===== config.mk =====
export PLATFORM = sky130hd
export DESIGN_NAME = tws_slave_rx
export DESIGN_NICKNAME = d
export VERILOG_FILES = /design/src/pkg/tws_pkg.sv /design/src/hdl/tws_slave_rx.sv
export VERILOG_INCLUDE_DIRS = /design/src /design/src/pkg
export SDC_FILE = /design/constraint.sdc
export NUM_CORES = 1
export LEC_CHECK = 0
export BUFFER_PORTS_ARGS = -buffer_cell sky130_fd_sc_hd__buf_2
export CORE_UTILIZATION = 60
export CTS_BUF_LIST = sky130_fd_sc_hd__clkbuf_2 sky130_fd_sc_hd__clkbuf_4 sky130_fd_sc_hd__clkbuf_8
export CTS_CLUSTER_DIAMETER = 60
export DETAILED_ROUTE_END_ITERATION = 7
export HOLD_SLACK_MARGIN = 0.05
export MAX_ROUTING_LAYER = met4
export PLACE_DENSITY = 0.81
export REMOVE_ABC_BUFFERS = 1
export SYNTH_ARGS = -nofsm -noshare
export SYNTH_HDL_FRONTEND = slang
export SYNTH_SLANG_ARGS = --single-unit

===== constraint.sdc =====
create_clock -name clk -period 3.3 [get_ports clk]
set_clock_uncertainty 0.1 [all_clocks]
set_input_delay 0.495 -clock clk [delete_from_list [all_inputs] [get_ports clk]]
set_output_delay 0.495 -clock clk [all_outputs]
set_load 0.02 [all_outputs]

===== src/pkg/tws_regs.svh =====
/*
 * register offsets, field positions, reset values and status codes of
 * the two-wire slave receiver. Assumes byte offsets on a 2-bit port.
 */
`ifndef TWS_REGS_SVH
`define TWS_REGS_SVH

// register offsets
`define TWS_OFF_ADDR 2'h0
`define TWS_OFF_CTRL 2'h1
`define TWS_OFF_STAT 2'h2
`define TWS_OFF_DATA 2'h3

// serial_bus_control fields
`define TWS_B_INT 7
`define TWS_B_ACK 6
`define TWS_B_STA 5
`define TWS_B_STO 4
`define TWS_B_WC  3
`define TWS_B_EN  2
`define TWS_B_IE  0
// own_slave_address: general call enable
`define TWS_B_GCE 0

// reset values
`define TWS_RST_ADDR 8'h00
`define TWS_RST_CTRL 8'h00
`define TWS_RST_STAT 8'hF8

// status codes, prescaler bits zero
`define TWS_CODE_OWN    8'h60
`define TWS_CODE_ARB    8'h68
`define TWS_CODE_GC     8'h70
`define TWS_CODE_ARB_GC 8'h78
`define TWS_CODE_DAT    8'h80
`define TWS_CODE_DAT_N  8'h88
`define TWS_CODE_GDAT   8'h90
`define TWS_CODE_GDAT_N 8'h98
`define TWS_CODE_STOP   8'hA0

// bus constants
`define TWS_GC_ADDR   8'h00
`define TWS_BITS      4'h8

`endif


===== src/pkg/tws_pkg.sv =====
/*
 * types of the two-wire slave receiver.
 * Assumes nothing of its surroundings.
 */
package tws_pkg;
  // bus sequencer, gray along idle-addr-ack-hold-data-ack
  typedef enum logic [2:0] {
    ts_idle  = 3'b000,
    ts_addr  = 3'b001,
    ts_aack  = 3'b011,
    ts_hold  = 3'b010,
    ts_data  = 3'b110,
    ts_dack  = 3'b111,
    ts_dnack = 3'b101
  } tws_state_e;
endpackage


===== src/hdl/tws_slave_rx.sv =====
/*
 * slave receiver of a byte-oriented two-wire serial interface with
 * register port, address match, ack control and clock stretching.
 * Assumes scl/sda/sleep come from outside the clk domain, arb_lost
 * comes from master logic on clk, pads resolve the open-drain wires.
 */
`timescale 1ns/10ps
`include "tws_regs.svh"

module tws_slave_rx (
  input  wire logic       clk,          // system clock
  input  wire logic       rstn,         // async reset, active low
  input  wire logic [1:0] reg_addr,     // register offset
  input  wire logic [7:0] reg_wdata,    // write data
  input  wire logic       reg_wr,       // write strobe
  input  wire logic       reg_rd,       // read strobe
  output      logic [7:0] reg_rdata,    // read data, cycle after strobe
  input  wire logic       scl_in,       // bus clock level
  output      logic       scl_out,      // bus clock drive value
  output      logic       scl_oe_n,     // low while pulling scl
  input  wire logic       sda_in,       // bus data level
  output      logic       sda_out,      // bus data drive value
  output      logic       sda_oe_n,     // low while pulling sda
  input  wire logic       deep_sleep,   // part is in a non-idle sleep
  input  wire logic       arb_lost,     // pulse: master lost arbitration
  output      logic       wake_req,     // wake the part on a match
  output      logic       int_flag,     // interrupt flag level
  output      logic       tx_enter,     // pulse: enter slave transmitter
  output      logic       start_queued  // start wanted and bus free
);

  ////////////////////////////////////////////////////////////////////////
  logic [1:0]             rst_sync_reg;
  logic                   rst_n;
  logic                   scl_m_reg, scl_s_reg, scl_d_reg;
  logic                   sda_m_reg, sda_s_reg, sda_d_reg;
  logic                   slp_m_reg, slp_s_reg;
  tws_pkg::tws_state_e    state_reg, state_next;
  logic [3:0]             cnt_reg, cnt_next;
  logic [7:0]             shift_reg, shift_next;
  logic                   ack_reg, ack_next;
  logic                   hold_reg, hold_next;
  logic                   gc_reg, gc_next;
  logic                   arb_reg, busy_reg, wake_reg, tx_reg;
  logic                   int_reg, ackn_reg, sta_reg, sto_reg;
  logic                   wc_reg, en_reg, ie_reg;
  logic [7:0]             own_reg, stat_reg, data_reg, rdata_reg;
  logic                   set_int, data_load, tx_pulse;
  logic [7:0]             stat_val;

  // reset release through two flops
  always_ff @(posedge clk or negedge rstn) begin
    if (!rstn) rst_sync_reg <= 2'h0;
    else       rst_sync_reg <= {rst_sync_reg[0], 1'b1};
  end
  assign rst_n = rst_sync_reg[1];

  // pin synchronisers; the third stage only feeds edge detection
  always_ff @(posedge clk or negedge rst_n) begin
    if (!rst_n) begin
      {scl_m_reg, scl_s_reg, scl_d_reg} <= 3'h7;
      {sda_m_reg, sda_s_reg, sda_d_reg} <= 3'h7;
      {slp_m_reg, slp_s_reg}            <= 2'h0;
    end else begin
      {scl_m_reg, scl_s_reg, scl_d_reg} <= {scl_in, scl_m_reg, scl_s_reg};
      {sda_m_reg, sda_s_reg, sda_d_reg} <= {sda_in, sda_m_reg, sda_s_reg};
      {slp_m_reg, slp_s_reg}            <= {deep_sleep, slp_m_reg};
    end
  end

  ////////////////////////////////////////////////////////////////////////
  // bus event decode
  wire scl_rise  = scl_s_reg & ~scl_d_reg;
  wire scl_fall  = ~scl_s_reg & scl_d_reg;
  wire start_det = scl_s_reg & scl_d_reg & sda_d_reg & ~sda_s_reg;
  wire stop_det  = scl_s_reg & scl_d_reg & ~sda_d_reg & sda_s_reg;
  wire addressed = (state_reg != tws_pkg::ts_idle) &&
                   (state_reg != tws_pkg::ts_addr);
  wire byte_fall = scl_fall && (cnt_reg == `TWS_BITS) && en_reg &&
                   !start_det && !stop_det;
  wire addr_done = byte_fall && (state_reg == tws_pkg::ts_addr);
  wire data_done = byte_fall && (state_reg == tws_pkg::ts_data);

  // address match; both enables gate recognition
  wire hit_own = (shift_reg[7:1] == own_reg[7:1]);
  wire hit_gc  = (shift_reg == `TWS_GC_ADDR) & own_reg[`TWS_B_GCE];
  wire hit_w   = ackn_reg & en_reg & ((hit_own & ~shift_reg[0]) | hit_gc);
  wire hit_r   = ackn_reg & en_reg & hit_own & shift_reg[0];

  // status codes; gc_reg stands still in the ack step, so no loop via the sequencer
  wire [7:0] addr_code = gc_reg ?
                         (arb_reg ? `TWS_CODE_ARB_GC : `TWS_CODE_GC) :
                         (arb_reg ? `TWS_CODE_ARB : `TWS_CODE_OWN);
  wire [7:0] ack_code  = gc_reg ? `TWS_CODE_GDAT : `TWS_CODE_DAT;
  wire [7:0] nack_code = gc_reg ? `TWS_CODE_GDAT_N : `TWS_CODE_DAT_N;

  ////////////////////////////////////////////////////////////////////////
  // sequencer; start/stop override every state so a lost frame recovers
  always_comb begin
    state_next = state_reg;
    cnt_next   = cnt_reg;
    shift_next = shift_reg;
    ack_next   = ack_reg;
    hold_next  = hold_reg;
    gc_next    = gc_reg;
    set_int    = 1'b0;
    stat_val   = stat_reg;
    data_load  = 1'b0;
    tx_pulse   = 1'b0;
    if (!en_reg) begin
      state_next = tws_pkg::ts_idle;
      ack_next   = 1'b0;
      hold_next  = 1'b0;
    end else if (stop_det || start_det) begin
      if (addressed) begin
        set_int  = 1'b1;
        stat_val = `TWS_CODE_STOP;
      end
      state_next = start_det ? tws_pkg::ts_addr : tws_pkg::ts_idle;
      cnt_next   = 4'h0;
      ack_next   = 1'b0;
      hold_next  = 1'b0;
    end else begin
      unique case (state_reg)
        tws_pkg::ts_idle: ;
        tws_pkg::ts_addr, tws_pkg::ts_data: begin
          if (scl_rise) begin
            shift_next = {shift_reg[6:0], sda_s_reg};
            cnt_next   = cnt_reg + 4'h1;
          end else if (addr_done) begin
            if (hit_w) begin
              ack_next   = 1'b1;
              gc_next    = ~hit_own | shift_reg[0];
              state_next = tws_pkg::ts_aack;
            end else begin
              tx_pulse   = hit_r;
              state_next = tws_pkg::ts_idle;
            end
          end else if (data_done) begin
            data_load  = 1'b1;
            ack_next   = ackn_reg;
            state_next = ackn_reg ? tws_pkg::ts_dack : tws_pkg::ts_dnack;
          end
        end
        tws_pkg::ts_aack, tws_pkg::ts_dack: begin
          if (scl_fall) begin
            ack_next   = 1'b0;
            hold_next  = 1'b1;
            set_int    = 1'b1;
            stat_val   = (state_reg == tws_pkg::ts_aack) ? addr_code : ack_code;
            state_next = tws_pkg::ts_hold;
          end
        end
        tws_pkg::ts_hold: begin
          if (!int_reg) begin
            hold_next  = 1'b0;
            cnt_next   = 4'h0;
            state_next = tws_pkg::ts_data;
          end
        end
        tws_pkg::ts_dnack: begin
          if (scl_fall) begin
            set_int    = 1'b1;
            stat_val   = nack_code;
            state_next = tws_pkg::ts_idle;
          end
        end
        default: state_next = tws_pkg::ts_idle;
      endcase
    end
  end

  // sequencer registers
  always_ff @(posedge clk or negedge rst_n) begin
    if (!rst_n) begin
      state_reg <= tws_pkg::ts_idle;
      cnt_reg   <= 4'h0;
      shift_reg <= 8'h00;
      {ack_reg, hold_reg, gc_reg, tx_reg} <= 4'h0;
    end else begin
      state_reg <= state_next;
      cnt_reg   <= cnt_next;
      shift_reg <= shift_next;
      {ack_reg, hold_reg, gc_reg, tx_reg} <= {ack_next, hold_next, gc_next, tx_pulse};
    end
  end

  ////////////////////////////////////////////////////////////////////////
  // register port decode
  wire wr_addr = reg_wr && (reg_addr == `TWS_OFF_ADDR);
  wire wr_ctrl = reg_wr && (reg_addr == `TWS_OFF_CTRL);
  wire wr_data = reg_wr && (reg_addr == `TWS_OFF_DATA);
  wire int_clr = wr_ctrl && reg_wdata[`TWS_B_INT];
  wire [7:0] ctrl_rd = {int_reg, ackn_reg, sta_reg, sto_reg,
                        wc_reg, en_reg, 1'b0, ie_reg};
  // low status bits are the prescaler slot and always read zero
  wire [7:0] stat_rd = {stat_reg[7:3], 3'h0};
  wire [7:0] rd_mux  = (reg_addr == `TWS_OFF_ADDR) ? own_reg :
                       (reg_addr == `TWS_OFF_CTRL) ? ctrl_rd :
                       (reg_addr == `TWS_OFF_STAT) ? stat_rd : data_reg;
  // arbitration loss is remembered until the address step uses it or a stop clears it
  wire arb_use = stop_det || (state_reg == tws_pkg::ts_aack && scl_fall);

  // control and own address
  always_ff @(posedge clk or negedge rst_n) begin
    if (!rst_n) begin
      own_reg <= `TWS_RST_ADDR;
      {ackn_reg, sta_reg, sto_reg, en_reg, ie_reg} <= 5'h0;
    end else begin
      if (wr_addr) own_reg <= reg_wdata;
      if (wr_ctrl) begin
        ackn_reg <= reg_wdata[`TWS_B_ACK];
        sta_reg  <= reg_wdata[`TWS_B_STA];
        sto_reg  <= reg_wdata[`TWS_B_STO];
        en_reg   <= reg_wdata[`TWS_B_EN];
        ie_reg   <= reg_wdata[`TWS_B_IE];
      end
    end
  end

  // flags: a hardware set wins over a clear in the same cycle
  always_ff @(posedge clk or negedge rst_n) begin
    if (!rst_n) begin
      {int_reg, wc_reg, arb_reg, busy_reg, wake_reg} <= 5'h0;
      stat_reg <= `TWS_RST_STAT;
    end else begin
      int_reg  <= set_int | (int_reg & ~int_clr);
      wc_reg   <= (wr_data & ~int_reg) | (wc_reg & ~(wr_data & int_reg));
      arb_reg  <= arb_lost | (arb_reg & ~arb_use);
      busy_reg <= start_det | (busy_reg & ~stop_det);
      // wake only while stretching in deep sleep; bus clock held
      wake_reg <= slp_s_reg & hold_next;
      if (set_int) stat_reg <= stat_val;
    end
  end

  // data register; received data bytes and writes while the flag is set reach it, never the
  // address, so after a wake-up it may hold a stale byte
  always_ff @(posedge clk or negedge rst_n) begin
    if (!rst_n) begin
      data_reg  <= 8'h00;
      rdata_reg <= 8'h00;
    end else begin
      if (data_load) data_reg <= shift_reg;
      else if (wr_data && int_reg) data_reg <= reg_wdata;
      rdata_reg <= reg_rd ? rd_mux : 8'h00;
    end
  end

  ////////////////////////////////////////////////////////////////////////
  // pins: open drain, only ever pull low
  assign scl_out      = 1'b0;
  assign scl_oe_n     = ~hold_reg;
  assign sda_out      = 1'b0;
  assign sda_oe_n     = ~ack_reg;
  assign reg_rdata    = rdata_reg;
  assign wake_req     = wake_reg;
  assign int_flag     = int_reg;
  assign tx_enter     = tx_reg;
  // queued start is handed to master logic once the bus is free
  assign start_queued = sta_reg & en_reg & ~busy_reg &
                        (state_reg == tws_pkg::ts_idle);

  wire aack_fall = (state_reg == tws_pkg::ts_aack) && scl_fall && en_reg &&
                   !start_det && !stop_det;
endmodule // tws_slave_rx


==> results of run 1 <==
path summary, 6_finish.rpt:
path	slack, ps	depth (start not counted)	endpoint
max	970	4	start_queued
min	150	1	scl_m_reg$_DFF_PN1_
max reg2reg	1120	5	cnt_reg[3]$_DFFE_PN0P_
min reg2reg	250	0	rst_sync_reg[1]$_DFF_PN0_
max in group asynchronous	1910	1	stat_reg[4]$_DFFE_PN1P_
min in group asynchronous	350	2	rst_sync_reg[0]$_DFF_PN0_
through the flow:
step / util / instances
final: 0.7079 / 392
after CTS: 0.7079 / 392
after global routing: 0.7079 / 392
after floorplan: - / 271
after detailed placement: 0.6641 / 375
after global placement: 0.6641 / 375
layout make-up:
cell class	instances	area [um^2]	area share
sequential	68	1717	0.4718
multi-input combinational	189	1379	0.3790
timing repair buffer	35	187.7	0.05158
clock buffer	9	123.9	0.03404
clock inverter	7	91.34	0.02510
tap	70	87.58	0.02407
inverter	14	52.55	0.01444
metal layers:
metal	GRT usage	up-vias	part of all wire
met5	-	-	0
li1	-	1071	-
met2	0.3884	99	0.46
met3	0.05221	15	0.058
met4	0.1358	0	0.024
met1	0.3498	1149	0.45
power groups by stage:
stage	registers [mW]	clock network [mW]	logic, mW
finish	1.03	0.736	0.277
global route	1.05	0.786	0.308
CTS	1.03	0.748	0.278
detailed placement	1.04	0	0.275
global placement	1.04	0	0.264
floorplan	1.03	0	0.184
cells in the mapped netlist, drive strengths merged (2+ instances only):
| master | n |
|---|---|
| dfrtp | 57 |
| mux2 | 20 |
| o21ai | 20 |
| nand2 | 19 |
| nor2 | 17 |
| inv | 14 |
| and2 | 12 |
| dfstp | 11 |
| nand3 | 11 |
| buf | 10 |
| mux2i | 10 |
| a21oi | 8 |
| xnor2 | 8 |
| nand4 | 7 |
| mux4 | 5 |
| clkbuf | 4 |
| nand2b | 4 |
| nor2b | 4 |
| nor3 | 4 |
| o22ai | 3 |
| a21o | 2 |
| a31oi | 2 |
| and4 | 2 |
| conb | 2 |
| ha | 2 |
| nand3b | 2 |
| nor4 | 2 |
| o221ai | 2 |
| o31ai | 2 |
worst max-delay path, cell delays in order (launching register included):
cell,delay [ps]
dfrtp_1,580
nor2_1,330
nand3b_1,120
nor3_1,160
buf_2,200
cell families after synthesis:
family	after synthesis
other	2
adder cells (fa/ha/maj)	2
XOR/XNOR	9
AND/OR/NAND/NOR	91
buffers and inverters	28
AO/OA/AOI/OAI	49
flip-flops	68
multiplexers	35
==> metrics.md, run 1 <==
| Metric | Value |
|---|---|
| Result of the run | `finished clean` |
| PostCTS Resize Cnt | `0` |
| # fillers | `400` |
| Flop pwr share | `0.504` |
| Maximum vdd drop | `420.4 uV` |
| Synth Area in Simple Gates | `0.1523` |
| Worst Setup SP | `state_reg[2]$_DFFE_PN0P_` |
| GR Util All Layers | `0.2643` |
| Rows | `26` |
| Synth Cell Area | `0.003213 mm^2` |
| DRC violations left | `0` |
| Post-Synth XOR/XNOR Area | `0.02453` |
| CTS Buf Count | `9` |
| Die Span Y | `75.18 um` |
| YS warnings | `0` |
| Routability Congestion | `0.8607` |
| Unrepaired setup endpoints after global routing | `false` |
| Slew HR | `0.2353` |
| Initial antenna violation count | `0` |
| Synth area leaders | `dfrtp_1 (44%), dfstp_2 (9.0%), mux2_2 (4.6%)` |
| Post-detailed-routing wire length | `6543 um` |
| Reg clk slew, reported paths | `70 ps` |
| Worst path required time | `2700 ps` |
| Sequential share of the synthesized area | `0.5339` |
| Comb power frac | `0.135` |
| Via Count | `2334` |
| Crit path DAT | `1730 ps` |
| Die width | `75.18 um` |
| H-tree levels | `3` |
| Hold buffer count at CTS | `1` |
| Hold WC Path Type | `input pin to flop` |
| Post-synthesis mux area share | `0.1363` |
| P&R area growth vs syn | `13.24%` |
| Final setup vio count | `0` |
| WS Path Type | `flop to primary output` |
| DRT iter0 DRCs | `184` |
| Slew Viols, Final | `0` |
| Final setup margin | `974.8 ps` |
| Detailed Routing Iterations Pass 1 | `4` |
| Number of synthesized register bits | `68` |
| Root Driver | `clkbuf_8` |
| Pwr Density | `561.5 mW/mm^2` |
| Post-Layout Inst Area | `0.003638 mm^2` |
| Peak Freq | `430.1 MHz` |
| CORE AREA | `0.005140 mm^2` |
| Post-synth top area share | `0.4439` |
| Final setup TNS | `0 ps` |
| Worst hold start | `scl_in` |
| Cell Area, Placed | `0.003413 mm^2` |
| Fin Hold WS | `145.5 ps` |
| Vias in the first global route | `2147` |
| Fraction of layout cells with a size suffix above 1 | `0.2702` |
| Antenna cells | `0` |
| DP Wirelength | `4575 um` |
| Nets | `337` |
| FFs w/ async S/R, synth | `1.000` |
| Post-synth EDFFs | `0` |
| Total power | `2.043 mW` |
| Gr ovfl total | `0` |
| Compound-Gate Fraction of Synth Area | `0.1048` |
| Most frequent cells in the layout | `dfrtp_1 (56), buf_2 (31), nand2_1 (19)` |
| Tcrit/Tclk final | `0.7046` |
| Switching pwr | `0.5493 mW` |
| Mapped Avg Cell Area | `11.31 um^2` |
| Leading cell type in the layout, fill and taps excluded | `dfrtp_1` |
| Reg-to-reg startpoint | `state_reg[2]$_DFFE_PN0P_` |
| I/O Pins | `34` |
| Wire per inst | `16.69 um` |
| Worst-margin pin slew | `1147 ps` |
| TritonCTS clock tree | `yes` |
| Dpl ws | `1170 ps` |
| Vias per Instance | `5.954` |
| PortBufs | `31` |
| Main combinational cell family by area after synthesis | `simple AND/OR/NAND/NOR gates` |
| Post-synth top flop | `dfrtp_1` |
| Max_cap viols | `0` |
| CTS max path bufs | `2` |
| Post-DRT Antenna Nets | `0` |
| Total clock sinks | `68` |
| Startpoint types | `flop` |
| Global-route wire length before repair | `10380 um` |
| Leading area contributor after synthesis | `dfrtp_1` |
| Post-synthesis adder-cell area fraction | `0.007788` |
| Die area | `0.005652 mm^2` |
| Critical Path End Type | `primary output` |
| Synth unique cells | `55` |
| Post-CTS setup buffer count | `0` |
| Largest net degree at the start of global routing | `55` |
| Pint | `1.494 mW` |
| Leakage | `1.667 nW` |
| Clk pwr share | `0.360` |
| Sw Share | `0.2689` |
| Syn Inst Count | `284` |
| Clk Latency, worst-skew pair | `350 ps` |
| Starting Density | `0.6251` |
| Hold Vio Cnt, Final | `0` |
| Min Tclk post-route | `2325 ps` |
| Worst-path fanout max | `15` |
(Power assumes the default switching activity.)
==> inputs of run 2 (changes only) <==
Clock period 3.3 ns to 2.2 ns, I/O delays scaled along.
==> run 2 against run 1 <==
Hold slack worse by 72 ps; sequential power up 47%; flip-flop and latch count unchanged; clock power up 40%; via count up 2.6%; critical path depth up 1; combinational power up 66%; largest power group unchanged; highest routed layer unchanged.
==> metrics.md, run 2 (synthesis gave the netlist of run 1 again) <==
| Metric | Value |
|---|---|
| Root Driver | `clkbuf_8` |
| Vias in the first global route | `2226 (+3.7%)` |
| Vias per Instance | `5.940 (-0.23%)` |
| CTS max path bufs | `2 (unchanged)` |
| Worst-path fanout max | `9 (-6)` |
| # fillers | `401 (+0.25%)` |
| CORE AREA | `0.005140 mm^2 (unchanged)` |
| Final std cells w/o fill | `403 (+2.8%)` |
| Initial antenna violation count | `0 (unchanged)` |
| DRC violations left | `0 (unchanged)` |
| Crit path DAT | `1620 ps (-110 ps)` |
| Comb power frac | `0.153 (+0.018)` |
| Unrepaired setup endpoints after global routing | `false` |
| Slowest-stage cell, CP | `dfrtp_2` |
| Leading cell type in the layout, fill and taps excluded | `dfrtp_1` |
| Sequence of cells on the critical path | `buf_4, nor2_2, nand3b_1, nor3_1, buf_2` |
| Tcrit/Tclk final | `0.9334` |
| Rows | `26 (unchanged)` |
| Final setup TNS | `0 ps (unchanged)` |
| Post-CTS setup buffer count | `0 (unchanged)` |
| Result of the run | `finished clean` |
| Clk Latency, worst-skew pair | `350 ps (about the same)` |
| WS Path Type | `flop to primary output` |
| Final setup vio count | `0 (unchanged)` |
| Placed insts | `383 (+2.1%)` |
| Startpoint types | `flop` |
| CP peak stage delay | `470 ps (-110 ps)` |
| Total clock sinks | `68 (unchanged)` |
| Flop pwr share | `0.504 (about the same)` |
| Detailed Routing Iterations Pass 1 | `6 (+2)` |
| Largest net degree at the start of global routing | `67 (+22%)` |
| Wire per inst | `16.40 um (-1.7%)` |
| Reg-to-reg startpoint | `scl_s_reg$_DFF_PN1_` |
| Nets | `348 (+3.3%)` |
| Pwr Density | `805.5 mW/mm^2 (+43%)` |
| P&R area growth vs syn | `16.16%` |
| Fraction of layout cells with a size suffix above 1 | `0.2913 (+0.02110)` |
| Global-route wire length before repair | `10520 um (+1.3%)` |
| Slew Viols, Final | `0 (unchanged)` |
| R2R setup slack | `190 ps (-930 ps)` |
| FF-to-FF End | `cnt_reg[3]$_DFFE_PN0P_` |
| Post-DRT Antenna Nets | `0 (unchanged)` |
| Hold WC Path Type | `input pin to flop` |
| Worst Setup SP | `state_reg[2]$_DFFE_PN0P_` |
| DRT iter0 DRCs | `152 (-17%)` |
| Critical path destination | `start_queued` |
| Sw Share | `0.2596 (-0.009253)` |
| Via Count | `2394 (+2.6%)` |
| Hold Vio Cnt, Final | `0 (unchanged)` |
| GR Util All Layers | `0.2703 (+0.006013)` |
| Die Span Y | `75.18 um (unchanged)` |
| CTS Buf Count | `9 (unchanged)` |
| Min Tclk post-route | `2053 ps` |
| I/O Pins | `34 (unchanged)` |
| Most frequent cells in the layout | `dfrtp_1 (55), buf_2 (31), nand2_1 (19)` |
| PortBufs | `31 (unchanged)` |
| Antenna cells | `0 (unchanged)` |
| TritonCTS clock tree | `yes` |
| Die area | `0.005652 mm^2 (unchanged)` |
| Fin Hold WS | `73.45 ps (-72.08 ps)` |
| Gr ovfl total | `0 (unchanged)` |
| Clk pwr share | `0.343 (-0.017)` |
| Switching pwr | `0.7804 mW (+42%)` |
| Pint | `2.226 mW (+49%)` |
| Starting Density | `0.6251 (unchanged)` |
| DP Wirelength | `4710 um (+2.9%)` |
| Max_cap viols | `0 (unchanged)` |
| H-tree levels | `3 (unchanged)` |
| Die width | `75.18 um (unchanged)` |
| Peak Freq | `487.0 MHz` |
| Routability Congestion | `0.9214 (+7.1%)` |
| Leakage | `1.724 nW (+3.4%)` |
| Worst path required time | `1770 ps (-930 ps)` |
| Critical Path End Type | `primary output` |
| Reg clk slew, reported paths | `70 ps (about the same)` |
| Maximum vdd drop | `512.7 uV (+22%)` |
| Worst reg2reg path depth | `5 (unchanged)` |
| Post-detailed-routing wire length | `6610 um (+1.0%)` |
==> run 2: changes by cell type in the layout (fill, tap and decap cells not counted), moves of 2 or more <==
cell	change
buf_4	+7
clkbuf_4	+4
clkinv_2	-2
dlygate4sd3_1	+3
==> run 2: critical path, delay by kind of cell, from the launching register on <==
| family | cells | cell delay (ps) |
|---|---|---|
| buf+inv | 2 | 380 |
| simple gates | 3 | 440 |
| flops | 1 | 470 |
==> run 2: how the worst min path moves through the flow <==
stage,slack (ps),from,depth (start not counted),endpoint
2_1_floorplan,-70,rstn,0,rst_sync_reg[0]$_DFF_PN0_
3_3_place_gp,10,rstn,1,rst_sync_reg[0]$_DFF_PN0_
3_5_place_dp,20,rstn,1,rst_sync_reg[0]$_DFF_PN0_
4_1_cts,60,arb_lost,2,arb_reg$_DFF_PN0_
5_1_grt,80,arb_lost,2,arb_reg$_DFF_PN0_
6_report,70,arb_lost,2,arb_reg$_DFF_PN0_
==> run 2: layout make-up <==
cell class                      count  area [um^2]  area share
Tap cell                           70        87.58     0.02347
Clock inverter                      2        35.03    0.009387
Multi-Input combinational cell    189         1381      0.3701
Timing Repair Buffer               46        290.3     0.07777
Clock buffer                       14        167.7     0.04492
Sequential cell                    68         1718      0.4603
Inverter                           14        52.55     0.01408
==> run 2: metal layers <==
| layer | GRT usage | wire, um | up-vias |
|---|---|---|---|
| met5 | - | 0 | - |
| met4 | 0.1502 | 209 | 0 |
| met3 | 0.04552 | 362 | 20 |
| met2 | 0.4094 | 3092 | 104 |
| met1 | 0.3482 | 2946 | 1169 |
| li1 | - | - | 1101 |
==> run 2: power by group through the flow <==
| stage | registers (mW) | clock network (mW) | logic (mW) |
|---|---|---|---|
| 6_report | 1.51 | 1.03 | 0.460 |
| 5_1_grt | 1.53 | 1.09 | 0.510 |
| 4_1_cts | 1.51 | 1.05 | 0.461 |
| 3_5_place_dp | 1.54 | 0 | 0.453 |
| 3_3_place_gp | 1.52 | 0 | 0.438 |
| 2_1_floorplan | 1.55 | 0 | 0.276 |
==> run 2: through the flow <==
step,area [um^2],setup slack [ps],power [mW],util
5_1_grt,3732,24.23,3.136,0.7261
6_report,3732,146.5,3.006,0.7261
2_1_floorplan,3147,85.47,1.822,-
3_5_place_dp,3486,218.3,1.989,0.6782
3_3_place_gp,3486,291.3,1.962,0.6782
4_1_cts,3729,24.98,3.023,0.7254
==> run 2: timing repair <==
item / CTS / global route
endpoints found under the setup margin: 0 / 1
gates resized for setup: 0 / 2
endpoints found under the hold margin: 5 / 0
hold buffers: 4 / 0
==> inputs of run 3 (changes only) <==
Settings changed: CORE_UTILIZATION 60 to 59, PLACE_DENSITY 0.81 to 0.8.
==> run 3 against run 2 <==
Combinational power decreased by 3%; sequential power hardly changed; first-iteration DRC count is 15% higher; power fell by 5.1%; critical path depth did not move; sequential share of layout area up 0.56 points; wire length increased by 2.6%; register-to-register slack about the same; global-route usage grew 1.2 points; clock power down 14%; flip-flop and latch count unchanged; critical path type is now flop to flop; critical endpoint is now cnt_reg[3]$_DFFE_PN0P_; highest routed layer unchanged.
==> metrics.md, run 3 (synthesis gave the netlist of run 1 again) <==
| Metric | Value |
|---|---|
| Reg-to-reg startpoint | `state_reg[2]$_DFFE_PN0P_` |
| DRC violations left | `0 (unchanged)` |
| Final setup vio count | `0 (unchanged)` |
| P&R area growth vs syn | `14.68%` |
| Slew Viols, Final | `0 (unchanged)` |
| Peak Freq | `494.2 MHz (+1.5%)` |
| Via Count | `2329 (-2.7%)` |
| Fin Hold WS | `85.42 ps (+11.97 ps)` |
| Largest net degree at the start of global routing | `27 (-60%)` |
| Sequence of cells on the critical path | `nor2b_1, a2111oi_4, o31ai_2, or4_1, nand2_1` |
| Leading cell type in the layout, fill and taps excluded | `dfrtp_1` |
| Fraction of layout cells with a size suffix above 1 | `0.2883 (-0.003003)` |
| Die Span Y | `75.80 um (+0.82%)` |
| Cell Area, Placed | `0.003473 mm^2 (-0.36%)` |
| Clk Latency, worst-skew pair | `340 ps (about the same)` |
| Hold WC Path Type | `input pin to flop` |
| Leakage | `1.707 nW (-0.99%)` |
| DRT iter0 DRCs | `175 (+15%)` |
| CORE AREA | `0.005172 mm^2 (+0.63%)` |
| Vias in the first global route | `2249 (+1.0%)` |
| CP peak stage delay | `600 ps (+130 ps)` |
| Tcrit/Tclk final | `0.9198 (-0.01358)` |
| Pwr Density | `774.3 mW/mm^2 (-3.9%)` |
| Vias per Instance | `5.779 (-2.7%)` |
| Maximum vdd drop | `662.1 uV (+29%)` |
| Rows | `26 (unchanged)` |
| CP delay by family, top | `simple AND/OR/NAND/NOR gates` |
| Nets | `348 (unchanged)` |
| FF-to-FF End | `cnt_reg[3]$_DFFE_PN0P_` |
| Post-DRT Antenna Nets | `0 (unchanged)` |
| Hold Crit Depth | `2 (unchanged)` |
| Max_cap viols | `0 (unchanged)` |
| CTS max path bufs | `2 (unchanged)` |
| Worst-margin pin slew | `557.2 ps` |
| Starting Density | `0.6212 (-0.003932)` |
| Total clock sinks | `68 (unchanged)` |
| Post-detailed-routing wire length | `6780 um (+2.6%)` |
| Routability Congestion | `0.9679 (+5.0%)` |
| I/O Pins | `34 (unchanged)` |
| Worst path required time | `2370 ps (+600 ps)` |
| H-tree levels | `3 (unchanged)` |
| Slew HR | `0.6286` |
| Worst hold start | `arb_lost` |
| PortBufs | `31 (unchanged)` |
| Post-Layout Inst Area | `0.003685 mm^2 (-1.3%)` |
| Hold Vio Cnt, Final | `0 (unchanged)` |
| Wire per inst | `16.82 um (+2.6%)` |
| Critical Path End Type | `flop` |
| Count of buffer and inverter cells on the critical path | `0 (-2)` |
| DP Wirelength | `4918 um (+4.4%)` |
| GR Util All Layers | `0.2819 (+0.01151)` |
| Reg clk slew, reported paths | `70 ps (about the same)` |
| Root Driver | `clkbuf_8` |
| Worst-path fanout max | `10 (+1)` |
| Startpoint types | `flop` |
| TritonCTS clock tree | `yes` |
| Result of the run | `finished clean` |
| Initial antenna violation count | `0 (unchanged)` |
| Die area | `0.005745 mm^2 (+1.6%)` |
| Die width | `75.80 um (+0.82%)` |
| Antenna cells | `0 (unchanged)` |
| Total power | `2.853 mW (-5.1%)` |
| Detailed Routing Iterations Pass 1 | `4 (-2)` |
| Gr ovfl total | `0 (unchanged)` |
| Unrepaired setup endpoints after global routing | `false` |
| Final setup TNS | `0 ps (unchanged)` |
| Crit path DAT | `2200 ps (+580 ps)` |
| CTS Buf Count | `9 (unchanged)` |
| Worst Hold End | `arb_reg$_DFF_PN0_` |
| Most frequent cells in the layout | `dfrtp_1 (56), buf_2 (31), nand2_1 (19)` |
| Min Tclk post-route | `2024 ps (-29.88 ps)` |
| Slowest-stage cell, CP | `dfrtp_1` |
| Global-route wire length before repair | `11140 um (+6.0%)` |
| Worst reg2reg path depth | `5 (unchanged)` |
| WS Path Type | `flop to flop` |
| R2R setup slack | `180 ps (about the same)` |
==> run 3: cell types whose count changed in the layout (fill, tap and decap cells not counted), sizes merged <==
cell,change
clkinv,+2
bufinv,-1
clkbuf,-1
==> run 3: routing by layer <==
| metal | GRT usage | part of all wire |
|---|---|---|
| met2 | 0.4248 | 0.48 |
| met3 | 0.04630 | 0.045 |
| met4 | 0.1193 | 0.020 |
| met5 | - | 0 |
| met1 | 0.3793 | 0.46 |
==> run 3: timing repair <==
| action | CTS | global route |
|---|---|---|
| endpoints found under the hold margin | 5 | 0 |
| endpoints found under the setup margin | 0 | 1 |
| gates resized for setup | 0 | 1 |
| hold buffers | 4 | 0 |
| setup buffers | 0 | 0 |
==> run 3: area by class of cell <==
class | instances | area (um^2)
clock inverters | 3 | 15.01
inverters | 14 | 52.55
well taps | 70 | 87.58
fillers | 371 | 1488
flip-flops and latches | 68 | 1717
multi-input cells | 189 | 1381
clock buffers | 13 | 153.9
repair buffers | 46 | 277.8
==> run 3: how the worst max path moves through the flow <==
stage	startpoint	endpoint	slack [ps]	cells after the start
final	state_reg[2]$_DFFE_PN0P_	cnt_reg[3]$_DFFE_PN0P_	180	5
after global routing	state_reg[0]$_DFFE_PN0P_	cnt_reg[3]$_DFFE_PN0P_	30	5
after CTS	state_reg[2]$_DFFE_PN0P_	start_queued	140	4
after detailed placement	scl_s_reg$_DFF_PN1_	cnt_reg[3]$_DFFE_PN0P_	240	5
after global placement	scl_s_reg$_DFF_PN1_	cnt_reg[3]$_DFFE_PN0P_	280	5
after floorplan	rst_sync_reg[1]$_DFF_PN0_	async pin	90	0
==> run 3: power by group <==
part           switching (mW)  internal [mW]  leakage (nW)
combinational           0.231          0.216         0.783
sequential              0.119           1.40         0.829
clock                   0.430          0.454        0.0948
total                   0.780           2.07          1.71
==> run 3: metrics by stage <==
step	utilization	worst slack, ps	instances
finish	0.7124	176.4	403
global route	0.7124	33.44	403
CTS	0.7119	138.9	403
detailed placement	0.6715	235.3	383
global placement	0.6715	276.2	383
floorplan	-	85.47	271
